**config.mk**
```make
export PLATFORM = sky130hd
export DESIGN_NAME = wdtit_top
export DESIGN_NICKNAME = d
export VERILOG_FILES = /design/src/verilog/wdtit_pkg.sv /design/src/verilog/wdtit_prescaler.sv /design/src/verilog/wdtit_counter.sv /design/src/verilog/wdtit_top.sv
export SDC_FILE = /design/constraint.sdc
export NUM_CORES = 1
export LEC_CHECK = 0
export BUFFER_PORTS_ARGS = -buffer_cell sky130_fd_sc_hd__buf_4
export CAP_MARGIN = 0
export CORE_ASPECT_RATIO = 2
export CORE_UTILIZATION = 30
export DETAILED_ROUTE_END_ITERATION = 16
export HOLD_SLACK_MARGIN = 0.02
export SLEW_MARGIN = 15
export SYNTH_ARGS = -nofsm -noshare
export SYNTH_HDL_FRONTEND = slang
export SYNTH_HIERARCHICAL = 1
export SYNTH_SLANG_ARGS = --single-unit
```
**constraint.sdc**
```tcl
create_clock -name ref_clk_in -period 4.01 [get_ports ref_clk_in]
set_input_delay 0.802 -clock ref_clk_in [delete_from_list [all_inputs] [get_ports ref_clk_in]]
set_output_delay 0.802 -clock ref_clk_in [all_outputs]
set_load 0.05 [all_outputs]
```
**src/verilog/wdtit_pkg.sv**
```systemverilog
// wdtit_pkg: constants and types of the watchdog / interval timer.
// assumes one 10 MHz system clock and a byte-wide cpu data port.
package wdtit_pkg;

  // register addresses on the cpu data port
  localparam logic [15:0] WDTIT_CLK_SEL_ADDR = 16'hFF42;
  localparam logic [15:0] WDTIT_MODE_ADDR = 16'hFFF9;

  // reset values
  localparam logic [7:0] WDTIT_CLK_SEL_RST = 8'h00;
  localparam logic [7:0] WDTIT_MODE_RST = 8'h00;
  localparam logic [7:0] WDTIT_UNMAPPED_DATA = 8'h00;

  // field positions
  localparam int WDTIT_RUN_BIT = 7;
  localparam int WDTIT_MODE_HI_BIT = 4;
  localparam int WDTIT_MODE_LO_BIT = 3;
  localparam int WDTIT_CLK_SEL_MSB = 2;

  // counter and prescaler widths
  localparam int WDTIT_CNT_W = 7;
  localparam int WDTIT_PRE_W = 10;
  localparam logic [6:0] WDTIT_CNT_MAX = 7'h7F;

  // count clock select codes
  localparam logic [2:0] WDTIT_SEL_DIV16 = 3'h0;
  localparam logic [2:0] WDTIT_SEL_DIV64 = 3'h2;
  localparam logic [2:0] WDTIT_SEL_DIV256 = 3'h4;
  localparam logic [2:0] WDTIT_SEL_DIV1024 = 3'h6;

  typedef enum logic [1:0] {
    WDTIT_MODE_STOP = 2'h0,
    WDTIT_MODE_INTERVAL = 2'h1,
    WDTIT_MODE_NMI = 2'h2,
    WDTIT_MODE_RESET = 2'h3
  } wdtit_mode_t;

  typedef struct packed {
    logic [15:0] addr;
    logic [7:0] wdata;
    logic wr;
    logic rd;
  } wdtit_bus_t;

endpackage

```
**src/verilog/wdtit_prescaler.sv**
```systemverilog
// wdtit_prescaler: free-running divider of the system clock and count tick select.
// assumes clock select code is stable from the register file.
`timescale 1ns/1ps
module wdtit_prescaler (
  input wire logic ref_clk_in,
  input wire logic reset_in,
  input wire logic hold_in,
  input wire logic [2:0] clk_sel_in,
  output logic tick_out
);

  logic [wdtit_pkg::WDTIT_PRE_W-1:0] pre_q;
  logic [wdtit_pkg::WDTIT_PRE_W-1:0] pre_d;

  // never cleared by the run bit, hence the short first period
  always_comb begin
    pre_d = pre_q;
    if (!hold_in) begin
      pre_d = pre_q + 10'h001;
    end
  end

  always_ff @(posedge ref_clk_in) begin
    if (reset_in) begin
      pre_q <= 10'h000;
    end else begin
      pre_q <= pre_d;
    end
  end

  // prohibited codes give no tick at all
  always_comb begin
    tick_out = 1'b0;
    if (!hold_in) begin
      case (clk_sel_in)
        wdtit_pkg::WDTIT_SEL_DIV16: tick_out = &pre_q[3:0];
        wdtit_pkg::WDTIT_SEL_DIV64: tick_out = &pre_q[5:0];
        wdtit_pkg::WDTIT_SEL_DIV256: tick_out = &pre_q[7:0];
        wdtit_pkg::WDTIT_SEL_DIV1024: tick_out = &pre_q[9:0];
        default: tick_out = 1'b0;
      endcase
    end
  end
endmodule // wdtit_prescaler

```
**src/verilog/wdtit_counter.sv**
```systemverilog
// wdtit_counter: 7-bit up counter that overflows after 128 count ticks.
// assumes tick and clear come from the same clock domain.
`timescale 1ns/1ps
module wdtit_counter (
  input wire logic ref_clk_in,
  input wire logic reset_in,
  input wire logic clear_in,
  input wire logic count_en_in,
  input wire logic tick_in,
  output logic [6:0] count_out,
  output logic ovf_out
);

  logic [wdtit_pkg::WDTIT_CNT_W-1:0] cnt_q;
  logic [wdtit_pkg::WDTIT_CNT_W-1:0] cnt_d;

  always_comb begin
    cnt_d = cnt_q;
    if (clear_in) begin
      cnt_d = 7'h00;
    end else if (count_en_in && tick_in) begin
      cnt_d = cnt_q + 7'h01;
    end
  end

  always_ff @(posedge ref_clk_in) begin
    if (reset_in) begin
      cnt_q <= 7'h00;
    end else begin
      cnt_q <= cnt_d;
    end
  end

  assign count_out = cnt_q;
  // a clear in the overflow cycle wins: software kicked in time
  assign ovf_out = count_en_in && tick_in && !clear_in && (cnt_q == wdtit_pkg::WDTIT_CNT_MAX);
endmodule // wdtit_counter

```
**src/verilog/wdtit_top.sv**
```systemverilog
// wdtit_top: watchdog / interval timer with clock select and mode registers.
// assumes a byte cpu data port on the system clock; flag, mask and stop come from same-clock logic.
`timescale 1ns/1ps
module wdtit_top (
  input wire logic ref_clk_in,
  input wire logic reset_in,
  input wire wdtit_pkg::wdtit_bus_t bus_in,
  input wire logic wdt_irq_flag_in,
  input wire logic wdt_irq_mask_in,
  input wire logic stop_mode_in,
  output logic [7:0] rd_data_out,
  output logic wdt_interval_irq_out,
  output logic wdt_irq_req_out,
  output logic wdt_irq_top_prio_out,
  output logic nmi_out,
  output logic sys_reset_req_out
);

  logic [2:0] clk_sel_q;
  logic [2:0] clk_sel_d;
  logic run_q;
  logic run_d;
  logic [1:0] mode_q;
  logic [1:0] mode_d;
  wdtit_pkg::wdtit_mode_t mode;
  logic wr_clk_sel;
  logic wr_mode;
  logic kick;
  logic count_en;
  logic tick;
  logic ovf;
  logic [6:0] count;
  logic nmi_on_select;

  logic [7:0] rd_data_q;
  logic [7:0] rd_data_d;
  logic interval_irq_q;
  logic interval_irq_d;
  logic irq_req_q;
  logic irq_req_d;
  logic prio_q;
  logic prio_d;
  logic nmi_q;
  logic nmi_d;
  logic sys_rst_q;
  logic sys_rst_d;

  // register file
  always_comb begin
    wr_clk_sel = bus_in.wr && (bus_in.addr == wdtit_pkg::WDTIT_CLK_SEL_ADDR);
    wr_mode = bus_in.wr && (bus_in.addr == wdtit_pkg::WDTIT_MODE_ADDR);
    kick = wr_mode && bus_in.wdata[wdtit_pkg::WDTIT_RUN_BIT];
    clk_sel_d = clk_sel_q;
    run_d = run_q;
    mode_d = mode_q;
    if (wr_clk_sel) begin
      clk_sel_d = bus_in.wdata[wdtit_pkg::WDTIT_CLK_SEL_MSB:0];
    end
    if (wr_mode) begin
      run_d = run_q | bus_in.wdata[wdtit_pkg::WDTIT_RUN_BIT];
      mode_d = mode_q | {bus_in.wdata[wdtit_pkg::WDTIT_MODE_HI_BIT],
                         bus_in.wdata[wdtit_pkg::WDTIT_MODE_LO_BIT]};
    end
  end

  always_ff @(posedge ref_clk_in) begin
    if (reset_in) begin
      clk_sel_q <= wdtit_pkg::WDTIT_CLK_SEL_RST[2:0];
      run_q <= wdtit_pkg::WDTIT_MODE_RST[wdtit_pkg::WDTIT_RUN_BIT];
      mode_q <= wdtit_pkg::WDTIT_MODE_RST[4:3];
    end else begin
      clk_sel_q <= clk_sel_d;
      run_q <= run_d;
      mode_q <= mode_d;
    end
  end

  assign mode = wdtit_pkg::wdtit_mode_t'(mode_q);
  // halt is not an input at all: the counter simply keeps going
  assign count_en = run_q && (mode != wdtit_pkg::WDTIT_MODE_STOP) && !stop_mode_in;

  wdtit_prescaler u_prescaler (
    .ref_clk_in(ref_clk_in),
    .reset_in(reset_in),
    .hold_in(stop_mode_in),
    .clk_sel_in(clk_sel_q),
    .tick_out(tick)
  );

  // prescaler is not reset by a kick, so the first period loses up to one tick of 128
  wdtit_counter u_counter (
    .ref_clk_in(ref_clk_in),
    .reset_in(reset_in),
    .clear_in(kick),
    .count_en_in(count_en),
    .tick_in(tick),
    .count_out(count),
    .ovf_out(ovf)
  );

  // a pending flag turns into an nmi the moment a watchdog mode is entered
  assign nmi_on_select = wr_mode && !mode_q[1] && bus_in.wdata[wdtit_pkg::WDTIT_MODE_HI_BIT]
                         && wdt_irq_flag_in;

  // outputs, all registered
  always_comb begin
    rd_data_d = wdtit_pkg::WDTIT_UNMAPPED_DATA;
    if (bus_in.rd && bus_in.addr == wdtit_pkg::WDTIT_CLK_SEL_ADDR) begin
      rd_data_d = {5'h00, clk_sel_q};
    end else if (bus_in.rd && bus_in.addr == wdtit_pkg::WDTIT_MODE_ADDR) begin
      rd_data_d = {run_q, 2'h0, mode_q, 3'h0};
    end
    interval_irq_d = ovf && (mode == wdtit_pkg::WDTIT_MODE_INTERVAL);
    irq_req_d = wdt_irq_flag_in && !wdt_irq_mask_in
                && (mode == wdtit_pkg::WDTIT_MODE_INTERVAL);
    prio_d = irq_req_d;
    nmi_d = (ovf && (mode == wdtit_pkg::WDTIT_MODE_NMI)) || nmi_on_select;
    sys_rst_d = ovf && (mode == wdtit_pkg::WDTIT_MODE_RESET);
  end

  always_ff @(posedge ref_clk_in) begin
    if (reset_in) begin
      rd_data_q <= 8'h00;
      interval_irq_q <= 1'b0;
      irq_req_q <= 1'b0;
      prio_q <= 1'b0;
      nmi_q <= 1'b0;
      sys_rst_q <= 1'b0;
    end else begin
      rd_data_q <= rd_data_d;
      interval_irq_q <= interval_irq_d;
      irq_req_q <= irq_req_d;
      prio_q <= prio_d;
      nmi_q <= nmi_d;
      sys_rst_q <= sys_rst_d;
    end
  end

  assign rd_data_out = rd_data_q;
  assign wdt_interval_irq_out = interval_irq_q;
  assign wdt_irq_req_out = irq_req_q;
  assign wdt_irq_top_prio_out = prio_q;
  assign nmi_out = nmi_q;
  assign sys_reset_req_out = sys_rst_q;
endmodule // wdtit_top

```
# ---- Word level (Yosys, flattened, before mapping)
# Index checks and enable logic that the tools add are counted.
dict set report classes {
  addsub 2
  eq_ne 9
  mux 3
  n_bitwise 3
  n_reduce_logical 32
}
# op n
set op_table {}
lappend op_table {{$eq 16x16->1 const B} 2}
lappend op_table {{$logic_and 1x1->1} 18}
lappend op_table {{$add 10x1->10 const B} 1}
lappend op_table {{$reduce_and 10->1} 1}
lappend op_table {{$reduce_and 8->1} 1}
lappend op_table {{$add 7x1->7 const B} 1}
lappend op_table {{$eq 7x7->1 const B} 1}
lappend op_table {{$eq 3x3->1 const B} 2}
lappend op_table {{$reduce_and 6->1} 1}
lappend op_table {{$eq 2x2->1 const B} 2}
lappend op_table {{$logic_not 1->1} 4}
lappend op_table {{$pmux 1 s4} 1}
lappend op_table {{$reduce_and 4->1} 1}
lappend op_table {{$reduce_or 2->1} 2}
lappend op_table {{$eq 3x2->1 const B} 1}
lappend op_table {{$logic_not 3->1} 1}
lappend op_table {{$mux 3} 1}
lappend op_table {{$reduce_or 3->1} 1}
lappend op_table {{$eq 2x1->1 const B} 1}
lappend op_table {{$or 2x2->2} 1}
lappend op_table {{$reduce_bool 2->1} 1}
lappend op_table {{$logic_or 1x1->1} 1}
lappend op_table {{$mux 1} 1}
lappend op_table {{$not 1->1} 1}
lappend op_table {{$or 1x1->1} 1}
dict set report word_totals {
  reg_bits 35
  in_bits 31
  out_inout_bits 13
}

# ---- Depth between registers and ports, before layout
# Gate-level depths: netlist (run 1).
dict set report depth {
  word_depth 8
  ltp_mapped 9
  ltp_nobuf 9
}

# ---- Modules after synthesis
# Netlist (run 1), hierarchy kept.
# mod instances cells_per_inst area_each_um2
set modules_own_cells {}
lappend modules_own_cells {wdtit_top 1 69 681.9}
lappend modules_own_cells {wdtit_prescaler 1 53 476.7}
lappend modules_own_cells {wdtit_counter 1 38 321.6}

# ---- Worst setup path before layout (run 1)
# No wires, ideal clock.
dict set report synth_timing {
  path_type {input port to flip-flop}
  startpoint {input stop_mode_in}
  endpoint {register nmi_q (netlist: nmi_out)}
  setup_ps 66
  arrival_ps 2308
  required_ps 3944
  slack_ps 1636
  path_stages 8
  n_path_buf 0
  cell_sequence {nand4b_1 -> nor2_1 -> o21a_1 -> nand4_2 -> nor4b_1 -> nand2_1 -> or2_2 -> a21oi_2}
}
# element line
set synth_rtl {}
lappend synth_rtl {{start, declared} wdtit_top.sv:10} ;# input wire logic stop_mode_in,
lappend synth_rtl {{$mux 1} wdtit_prescaler.sv:34} ;# if (!hold_in) begin
lappend synth_rtl {{net tick} wdtit_top.sv:30} ;# logic tick;
lappend synth_rtl {{$logic_and 1x1->1 (3 in a row)} wdtit_counter.sv:36} ;# assign ovf_out = count_en_in && tick_in && !clear_in && (cnt_q == wdtit_pkg::WDTIT_CNT_MAX);
lappend synth_rtl {{net ovf} wdtit_top.sv:31} ;# logic ovf;
lappend synth_rtl {{$logic_and 1x1->1} wdtit_top.sv:117} ;# nmi_d = (ovf && (mode == wdtit_pkg::WDTIT_MODE_NMI)) || nmi_on_select;
lappend synth_rtl {{$logic_or 1x1->1} wdtit_top.sv:117}
lappend synth_rtl {{end signal, assigned} wdtit_top.sv:134} ;# nmi_q <= nmi_d;
lappend synth_rtl {{end, declared} wdtit_top.sv:43} ;# logic nmi_q;
# The timed path passes the listed nets, and every way through them passes these cells.
# A chain may end at the register's enable or synchronous reset.

# ---- Worst setup path in the final report (run 1)
# Ends and elaborated chain as after synthesis.

==> summary.txt, run 1 <==
GRT Util Overall: 12.9%
die height: 101 um
Vias: 1289
sw frac: 20.2%
Distinct cells, synth: 41
layout cells sized above 1: 27.9%
number of flops mapped to enable cells by yosys: 0
RSZ-0062 raised after global routing: no
ys flop type: dfxtp_1
Post-synth ARST share: 0%
DR WL/cell: 11.9 um
die area: 0.00524 mm^2
H-tree Lvls: 2
Reg power frac: 47.7%
antenna diode count: 0
P_sw: 141 uW
critical path depth: 9
hold depth: 2
min Tclk post-route: 2.50 ns
Root Buffer Master: clkbuf_8
Seq cells post-synth: 33
startpoint types: input pin
register area share after synthesis: 44.6%
DRC viols: 0
CP max stage delay: 0.37 ns
max-slew violation count: 0
RePlAce Congestion: 0.756
CP cell instances: buf_4 -> nand4b_1 -> nor2_1 -> o21a_1 -> nand4_2 -> nor4b_1 -> nand2_1 -> or2_2 -> a21oi_2
Final Skew: 0.00568 ns
clk slew on worst S/H paths: 0.07 ns
number of DRC markers in iteration 0: 13
Syn Area/Cell: 9.25 um^2
CP delay by family, top: simple AND/OR/NAND/NOR gates
clk sinks: 33
core area: 0.00469 mm^2
I/O pin count: 44
slowest cell on the critical path: nor4b_1
Mapped Area: 0.00148 mm^2
vias per cell: 5.04
Max-slew headroom: 59.2%
setup_tns: 0 ns
global-route wire length before repair: 5040 um
Reg2Reg Depth: 9
final wirelength: 3040 um
Final Hold Slack: 0.484 ns
Routed Antenna Nets: 0
site row count: 35
Fin. Hold Viols: 0
initial core utilization: 31.6%
Fmax: 400 MHz
Finish-stage setup viols: 0
Hold Crit Class: flip-flop to flip-flop
Post-CTS Resized: 0
most frequent cells after synthesis: 33 x dfxtp_1, 15 x nor2_1, 14 x a21oi_1
Setup Crit Path Kind: input pin to flip-flop
nets@finish: 233
Max clock buf depth: 2
vias in the first global route: 1232
critical path peak fanout: 7
area grow syn2layout: 29.2%
Final Util: 40.8%
Internal: 556 uW
Final period util: 62.3%
largest net degree at the start of global routing: 22
initial antenna violation count: 0
most numerous cell in the Yosys netlist: dfxtp_1
Worst-Margin Slew: 0.611 ns
CTS tree: built
top cells by area, synth: dfxtp_1 45%, a21oi_1 4.7%, nor2_1 3.8%, nand3_1 3.0%, o21ai_0 3.0%
VDD IR max: 0.245 mV
Worst Path Arrival: 2.72 ns
area leader, netlist: dfxtp_1
HPWL after detailed placement: 2370 um
Setup crit end kind: flip-flop
status: completed
hold_buf cts: 0
grt ovf: 0
worst skew pair latency: 0.28 ns
Pleak: 0.772 nW
CTS Buf Count: 5
buffer count from post-CTS setup fixing: 0
clock share of power: 46.1%
Comb pwr share: 6.2%
data required time of the worst path: 4.23 ns
I/O Buffers: 39
post-synth top area share: 44.6%
CP bufs+invs: 1
die width: 51.7 um
Cell Pwr Density: 364 mW/mm^2
Synthesis Warnings: 6
DR pass1 iterations: 4
cells after synthesis: 160
max-cap check violation count: 0
cells in the final DEF, fill, tap and decap left out, types with 3 or more instances in the layout:
cell type,Yosys,final
dfxtp_1,33,33
or3_1,6,6
nor3b_1,3,3
and4_1,3,3
and2_1,6,6
buf_4,4,39
inv_1,3,3
nand4_1,5,5
nor2_1,15,15
nand2_1,6,6
a21oi_1,14,14
o21ai_0,9,9
xor2_1,4,4
nand3_1,9,9
a31oi_1,3,3
clkbuf_8,0,6
nor2b_1,4,4
stage by stage:
stage / instance area (um^2) / cells / worst slack (ns) / total power, mW
final: 1910 / 256 / 1.51 / 0.697
after global routing: 1910 / 256 / 1.32 / 0.724
after CTS: 1910 / 256 / 1.47 / 0.707
after detailed placement: 1800 / 248 / 1.18 / 0.384
after global placement: 1800 / 248 / 1.23 / 0.383
after floorplan: 1480 / 161 / 1.64 / 0.359
metal layers:
| layer | up-vias | track usage, % | share of wire [%] |
|---|---|---|---|
| li1 | 650 | - | - |
| met1 | 606 | 12.0 | 37 |
| met2 | 26 | 24.8 | 58 |
| met3 | 7 | 2.85 | 3.1 |
| met4 | 0 | 6.86 | 2.5 |
| met5 | - | 0 | 0 |
worst min-delay path, stage by stage, from the launching register on:
cell,delay (ns)
dfxtp_1,0.31
o21ai_0,0.07
a21oi_1,0.06
sequential cells by signal, summed over array words and instances (netlist names):
| signal | count |
|---|---|
| wdt_interval_irq_out | 1 |
| nmi_out | 1 |
| rd_data_out | 6 |
| u_counter/count_out | 7 |
| clk_sel_q | 3 |
| wdt_irq_top_prio_out | 1 |
| u_prescaler/pre_q | 10 |
| run_q | 1 |
| mode | 2 |
| sys_reset_req_out | 1 |
logic make-up (layout without fill, tap and decap cells):
| family | count (synthesis) | after routing | synth area share (%) |
|---|---|---|---|
| buffers and inverters | 10 | 50 | 4.06 |
| AND/OR/NAND/NOR | 76 | 76 | 33.2 |
| XOR/XNOR | 6 | 6 | 3.55 |
| flip-flops | 33 | 33 | 44.6 |
| multiplexers | 2 | 2 | 1.44 |
| other | 1 | 2 | 0.253 |
| adder cells (fa/ha/maj) | 2 | 2 | 1.69 |
| AO/OA/AOI/OAI | 30 | 30 | 11.2 |
worst paths after layout:
| kind | slack [ns] | startpoint | endpoint |
|---|---|---|---|
| setup reg to reg | 1.64 | u_prescaler/pre_q[0] | nmi_out |
| hold reg to reg | 0.48 | u_counter/count_out[6] | u_counter/count_out[6] |
| setup / recovery | 1.51 | stop_mode_in | nmi_out |
| hold / removal | 0.48 | u_counter/count_out[6] | u_counter/count_out[6] |
power by group through the flow:
stage | Sequential [mW] | Combinational, mW | Clock (mW)
2_1_floorplan | 0.339 | 0.0199 | 0
3_3_place_gp | 0.340 | 0.0434 | 0
3_5_place_dp | 0.340 | 0.0439 | 0
4_1_cts | 0.332 | 0.0441 | 0.331
5_1_grt | 0.333 | 0.0472 | 0.344
6_report | 0.332 | 0.0433 | 0.321
final cells by class:
class                      count  area [um^2]
fill                         475         2770
multi-input combinational    118          763
sequential                    33          661
timing repair buffer          39          293
clock buffer                   7         86.3
tap                           55         68.8
clock inverter                 1         30.0
inverter                       3         11.3
No activity file was read; power rests on OpenSTA's default activity.
==> run 2, diff against run 1 <==
==> constraint.sdc (replaced) <==
create_clock -name ref_clk_in -period 2.15 [get_ports ref_clk_in]
set_input_delay 0.43 -clock ref_clk_in [delete_from_list [all_inputs] [get_ports ref_clk_in]]
set_output_delay 0.43 -clock ref_clk_in [all_outputs]
set_load 0.05 [all_outputs]
==> run 2 against run 1 <==
Effect of this change: clock power grew 86%; sequential cell count is the same; via count grew 5.4%.
==> summary.txt, run 2 (synthesis gave the netlist of run 1 again) <==
status: completed
nets@finish: 249 (+6.9%)
VDD IR max: 0.384 mV (+57%)
pre-CTS setup slack: -0.0386 ns (-1.22 ns)
area grow syn2layout: 37.8%
Fin. Hold Viols: 0 (unchanged)
Comb pwr share: 7.1% (+0.9 points)
CP bufs+invs: 0 (-1)
number of flip-flops in the largest register: 10 (unchanged)
Root Buffer Master: clkbuf_8
GRT Util Overall: 13.4% (+0.44 points)
largest net degree at the start of global routing: 22 (unchanged)
area post-placement: 0.00192 mm^2 (+6.7%)
Reg power frac: 47.2% (-0.5 points)
Largest Register: u_prescaler/pre_q
CP delay by family, top: simple AND/OR/NAND/NOR gates
clk sinks: 33 (unchanged)
Cell Pwr Density: 641 mW/mm^2 (+76%)
antenna diode count: 0 (unchanged)
commonest non-fill, non-tap cells in the layout: 55 x buf_4, 33 x dfxtp_1, 15 x nor2_1
Final Hold Slack: 0.296 ns (-0.188 ns)
die height: 101 um (unchanged)
die area: 0.00524 mm^2 (unchanged)
Routed Antenna Nets: 0 (unchanged)
CTS tree: built
Finish-stage setup viols: 0 (unchanged)
Max clock buf depth: 2 (unchanged)
vias per cell: 5.00 (-0.77%)
Final period util: 91.1%
I/O Buffers: 39 (unchanged)
die width: 51.7 um (unchanged)
slowest cell on the critical path: dfxtp_1
CTS Buf Count: 5 (unchanged)
Hold Crit Class: input pin to flip-flop
DR pass1 iterations: 4 (unchanged)
worst skew pair latency: 0.28 ns (about the same)
initial antenna violation count: 0 (unchanged)
Final WS setup: 0.191 ns (-1.32 ns)
Internal: 1.04 mW (+88%)
I/O pin count: 44 (unchanged)
clk slew on worst S/H paths: 0.07 ns (about the same)
clock share of power: 45.7% (-0.4 points)
site row count: 35 (unchanged)
Post-CTS Resized: 0 (unchanged)
startpoint types: flip-flop
buffer count from post-CTS setup fixing: 0 (unchanged)
Pleak: 0.852 nW (+10%)
DR WL/cell: 12.0 um (+0.83%)
vias in the first global route: 1266 (+2.8%)
max-slew violation count: 0 (unchanged)
initial core utilization: 31.6% (unchanged)
RePlAce Congestion: 0.782 (+3.4%)
Setup crit end kind: flip-flop
grt ovf: 0 (unchanged)
Setup Crit Path Kind: flip-flop to flip-flop
Final Util: 43.5% (+2.7 points)
max-cap check violation count: 0 (unchanged)
most frequent standard cell in the layout excluding fill and tap cells: buf_4
global-route wire length before repair: 5260 um (+4.2%)
hold_buf cts: 0 (unchanged)
CP cell instances: ha_1 -> nand4b_1 -> nor2_1 -> o21a_1 -> nand4_2 -> nor4b_2 -> nand2_1 -> or2_2 -> a21oi_2
core area: 0.00469 mm^2 (unchanged)
final wirelength: 3260 um (+7.1%)
sw frac: 20.0% (-0.12 points)
CP max stage delay: 0.33 ns (-0.04 ns)
number of DRC markers in iteration 0: 8 (-5)
H-tree Lvls: 2 (unchanged)
P_sw: 262 uW (+86%)
Fmax: 511 MHz
Vias: 1359 (+5.4%)
Worst Path Arrival: 2.18 ns (-0.54 ns)
critical path peak fanout: 2 (-5)
data required time of the worst path: 2.37 ns (-1.86 ns)
RSZ-0062 raised after global routing: no
layout cells sized above 1: 33.6% (+5.8 points)
DRC viols: 0 (unchanged)
Final Skew: 0.00790 ns (+0.00223 ns)
HPWL after detailed placement: 2550 um (+8.0%)
min Tclk post-route: 1.96 ns
post-route cell area: 0.00204 mm^2 (+6.6%)
==> run 2: changes by cell type in the layout (fill, tap and decap cells not counted) <==
cell,delta
nor4b_2,+1
nor4b_1,-1
buf_4,+16
==> run 2: layout make-up <==
type / instances / area (um^2)
inverters: 3 / 11.3
fillers: 464 / 2650
well taps: 55 / 68.8
multi-input cells: 118 / 769
flip-flops and latches: 33 / 661
clock buffers: 7 / 86.3
repair buffers: 55 / 413
clock inverters: 1 / 30.0
==> run 2: path summary, 6_finish.rpt <==
check                                       startpoint                     end  slack [ns]  cells past startpoint
worst max-delay path              u_prescaler/pre_q[0]                 nmi_out        0.19                      9
worst min-delay path                   wdt_irq_mask_in    wdt_irq_top_prio_out        0.30                      2
worst max register to register    u_prescaler/pre_q[0]                 nmi_out        0.19                      9
worst min register to register  u_counter/count_out[6]  u_counter/count_out[6]        0.48                      2
==> run 2: power groups by stage <==
stage                     Sequential [mW]  Clock, mW  Combinational (mW)
after global routing                0.617      0.633               0.101
after floorplan                     0.633          0              0.0371
final                               0.617      0.597              0.0923
after detailed placement            0.631          0              0.0935
after global placement              0.631          0              0.0932
after CTS                           0.617      0.612              0.0936
==> run 2: worst register-to-register path, delay by kind of cell (launching register included) <==
kind / cells / cell delay, ns
AO/OA/AOI/OAI: 2 / 0.29
adder cells (fa/ha/maj): 1 / 0.19
flip-flops: 1 / 0.33
AND/OR/NAND/NOR: 6 / 1.10
==> run 2: layer usage <==
| layer | track usage (%) | wire, um | up-vias |
|---|---|---|---|
| met5 | 0 | 0 | - |
| met2 | 26.5 | 1930 | 24 |
| met3 | 2.25 | 93 | 5 |
| met1 | 11.9 | 1160 | 647 |
| met4 | 7.48 | 76 | 0 |
| li1 | - | - | 683 |
==> run 2: metrics by stage <==
stage / std cells / total power, mW / setup TNS, ns
floorplan: 161 / 0.670 / 0
global placement: 264 / 0.724 / -0.0221
detailed placement: 264 / 0.725 / -0.0386
CTS: 272 / 1.32 / 0
global route: 272 / 1.35 / 0
finish: 272 / 1.31 / 0
==> run 3, diff against run 2 <==
--- a/config.mk
+++ b/config.mk
@@ -7,9 +7,9 @@
 export LEC_CHECK = 0
 export BUFFER_PORTS_ARGS = -buffer_cell sky130_fd_sc_hd__buf_4
 export CAP_MARGIN = 0
-export CORE_ASPECT_RATIO = 2
 export CORE_UTILIZATION = 30
 export DETAILED_ROUTE_END_ITERATION = 16
+export GPL_TIMING_DRIVEN = 0
 export HOLD_SLACK_MARGIN = 0.02
 export SLEW_MARGIN = 15
 export SYNTH_ARGS = -nofsm -noshare
==> run 3 against run 2 <==
Effect of this change: via count decreased by 6.0%; setup slack worse by 0.027 ns; combinational power down 6.1%; final cell count grew 1.5%; clock power is 26% lower; clock skew shrank 0.0034 ns.
==> summary.txt, run 3 (synthesis gave the netlist of run 1 again) <==
min Tclk post-route: 1.99 ns (+0.0267 ns)
core area: 0.00472 mm^2 (+0.80%)
Hold Crit Start: wdt_irq_mask_in
FILL cells: 465 (+0.22%)
worst skew pair latency: 0.28 ns (about the same)
RSZ-0062 raised after global routing: no
vias in the first global route: 1169 (-7.7%)
nets@finish: 241 (-3.2%)
initial antenna violation count: 0 (unchanged)
dpl cells: 267 (+1.1%)
Root Buffer Master: clkbuf_8
area grow syn2layout: 33.8%
Vias: 1277 (-6.0%)
Finish-stage setup viols: 0 (unchanged)
grt ovf: 0 (unchanged)
worst r2r src: u_prescaler/pre_q[0]
site row count: 25 (-29%)
data required time of the worst path: 2.37 ns (about the same)
status: completed
clk sinks: 33 (unchanged)
CTS tree: built
Final Hold Slack: 0.297 ns (+0.00139 ns)
most frequent standard cell in the layout excluding fill and tap cells: buf_4
pre-CTS setup slack: -0.318 ns (-0.280 ns)
Final Non-Filler Cells: 276 (+1.5%)
vias per cell: 4.63 (-7.4%)
I/O pin count: 44 (unchanged)
I/O Buffers: 39 (unchanged)
max-slew violation count: 0 (unchanged)
H-tree Lvls: 2 (unchanged)
largest net degree at the start of global routing: 11 (-50%)
DRC viols: 0 (unchanged)
CTS Buf Count: 5 (unchanged)
Max clock buf depth: 2 (unchanged)
Largest Register: u_prescaler/pre_q
max-cap check violation count: 0 (unchanged)
final wirelength: 3020 um (-7.5%)
number of flip-flops in the largest register: 10 (unchanged)
Setup crit end kind: flip-flop
die width: 72.2 um (+40%)
HPWL after detailed placement: 2240 um (-12%)
DR pass1 iterations: 4 (unchanged)
Fmax: 504 MHz (-1.3%)
Final Skew: 0.00449 ns (-0.00341 ns)
startpoint types: flip-flop
Routed Antenna Nets: 0 (unchanged)
Hold Crit Class: input pin to flip-flop
Pleak: 0.795 nW (-6.7%)
Worst Path Arrival: 2.21 ns (+0.03 ns)
initial core utilization: 31.3% (-0.25 points)
VDD IR max: 0.232 mV (-39%)
number of DRC markers in iteration 0: 40 (+32)
clk slew on worst S/H paths: 0.06 ns (about the same)
die height: 72.2 um (-29%)
Final WS setup: 0.165 ns (-0.0267 ns)
Final Util: 41.9% (-1.6 points)
GRT Util Overall: 12.5% (-0.81 points)
commonest non-fill, non-tap cells in the layout: 44 x buf_4, 31 x dfxtp_1, 15 x nor2_1
critical path peak fanout: 5 (+3)
Fin. Hold Viols: 0 (unchanged)
antenna diode count: 0 (unchanged)
setup_tns: 0 ns (unchanged)
Setup Crit Path Kind: flip-flop to flip-flop
layout cells sized above 1: 31.1% (-2.5 points)
Final period util: 92.3% (+1.2 points)
RePlAce Congestion: 0.703 (-10%)
Cell Pwr Density: 579 mW/mm^2 (-9.7%)
die area: 0.00522 mm^2 (-0.33%)
global-route wire length before repair: 4990 um (-5.1%)
DR WL/cell: 10.9 um (-8.8%)
Worst setup startpoint: u_prescaler/pre_q[0]
==> run 3: cell type report <==
class | count | area [um^2] | share of cell area, %
Buffer | 7 | 48.8 | 2.46
Tap cell | 67 | 83.8 | 4.23
Clock buffer | 8 | 80.1 | 4.04
Timing Repair Buffer | 40 | 300 | 15.2
Sequential cell | 33 | 663 | 33.5
Inverter | 3 | 11.3 | 0.569
Multi-Input combinational cell | 118 | 793 | 40.1
==> run 3: stage by stage <==
| step | cell area, um^2 | power, mW |
|---|---|---|
| global placement | 1860 | 0.720 |
| detailed placement | 1860 | 0.721 |
| global route | 1980 | 1.20 |
| floorplan | 1480 | 0.670 |
| CTS | 1960 | 1.17 |
| finish | 1980 | 1.15 |
==> run 3: worst paths after layout <==
path	end	slack, ns	cells after the start
hold / removal	wdt_irq_top_prio_out	0.30	2
setup / recovery	nmi_out	0.16	9
setup reg to reg	nmi_out	0.16	9
hold reg to reg	u_prescaler/pre_q[7]	0.48	2
==> run 3: critical path, cell delays in order, from the launching register on <==
cell and delay [ns]:
dfxtp_2 0.35, ha_1 0.17, nand4b_1 0.15, nor2_1 0.12, o21a_2 0.22, nand4_4 0.15, nor4b_4 0.28, nand2_1 0.09
or2_2 0.28, a21oi_2 0.11
==> run 3: where the power goes <==
| group | leakage, nW | switching [mW] | internal (mW) |
|---|---|---|---|
| combinational | 0.489 | 0.0370 | 0.0497 |
| clock | 0.0395 | 0.209 | 0.230 |
| sequential | 0.267 | 0.00434 | 0.616 |
==> run 3: layer usage <==
layer  up-vias  routed length, um  global-route usage, %
met5         -                  0                      0
met4         0                 65                   5.23
met3         7                146                   5.00
met2        26               1390                   20.5
met1       579               1420                   14.6
li1        665                  -                      -
==> run 3: timing repair <==
action	CTS	global route
gates resized for setup	2	5
hold buffers	0	0
gates cloned	0	0
buffers inserted	1	0
pin swaps	0	0
setup endpoints to repair	1	1
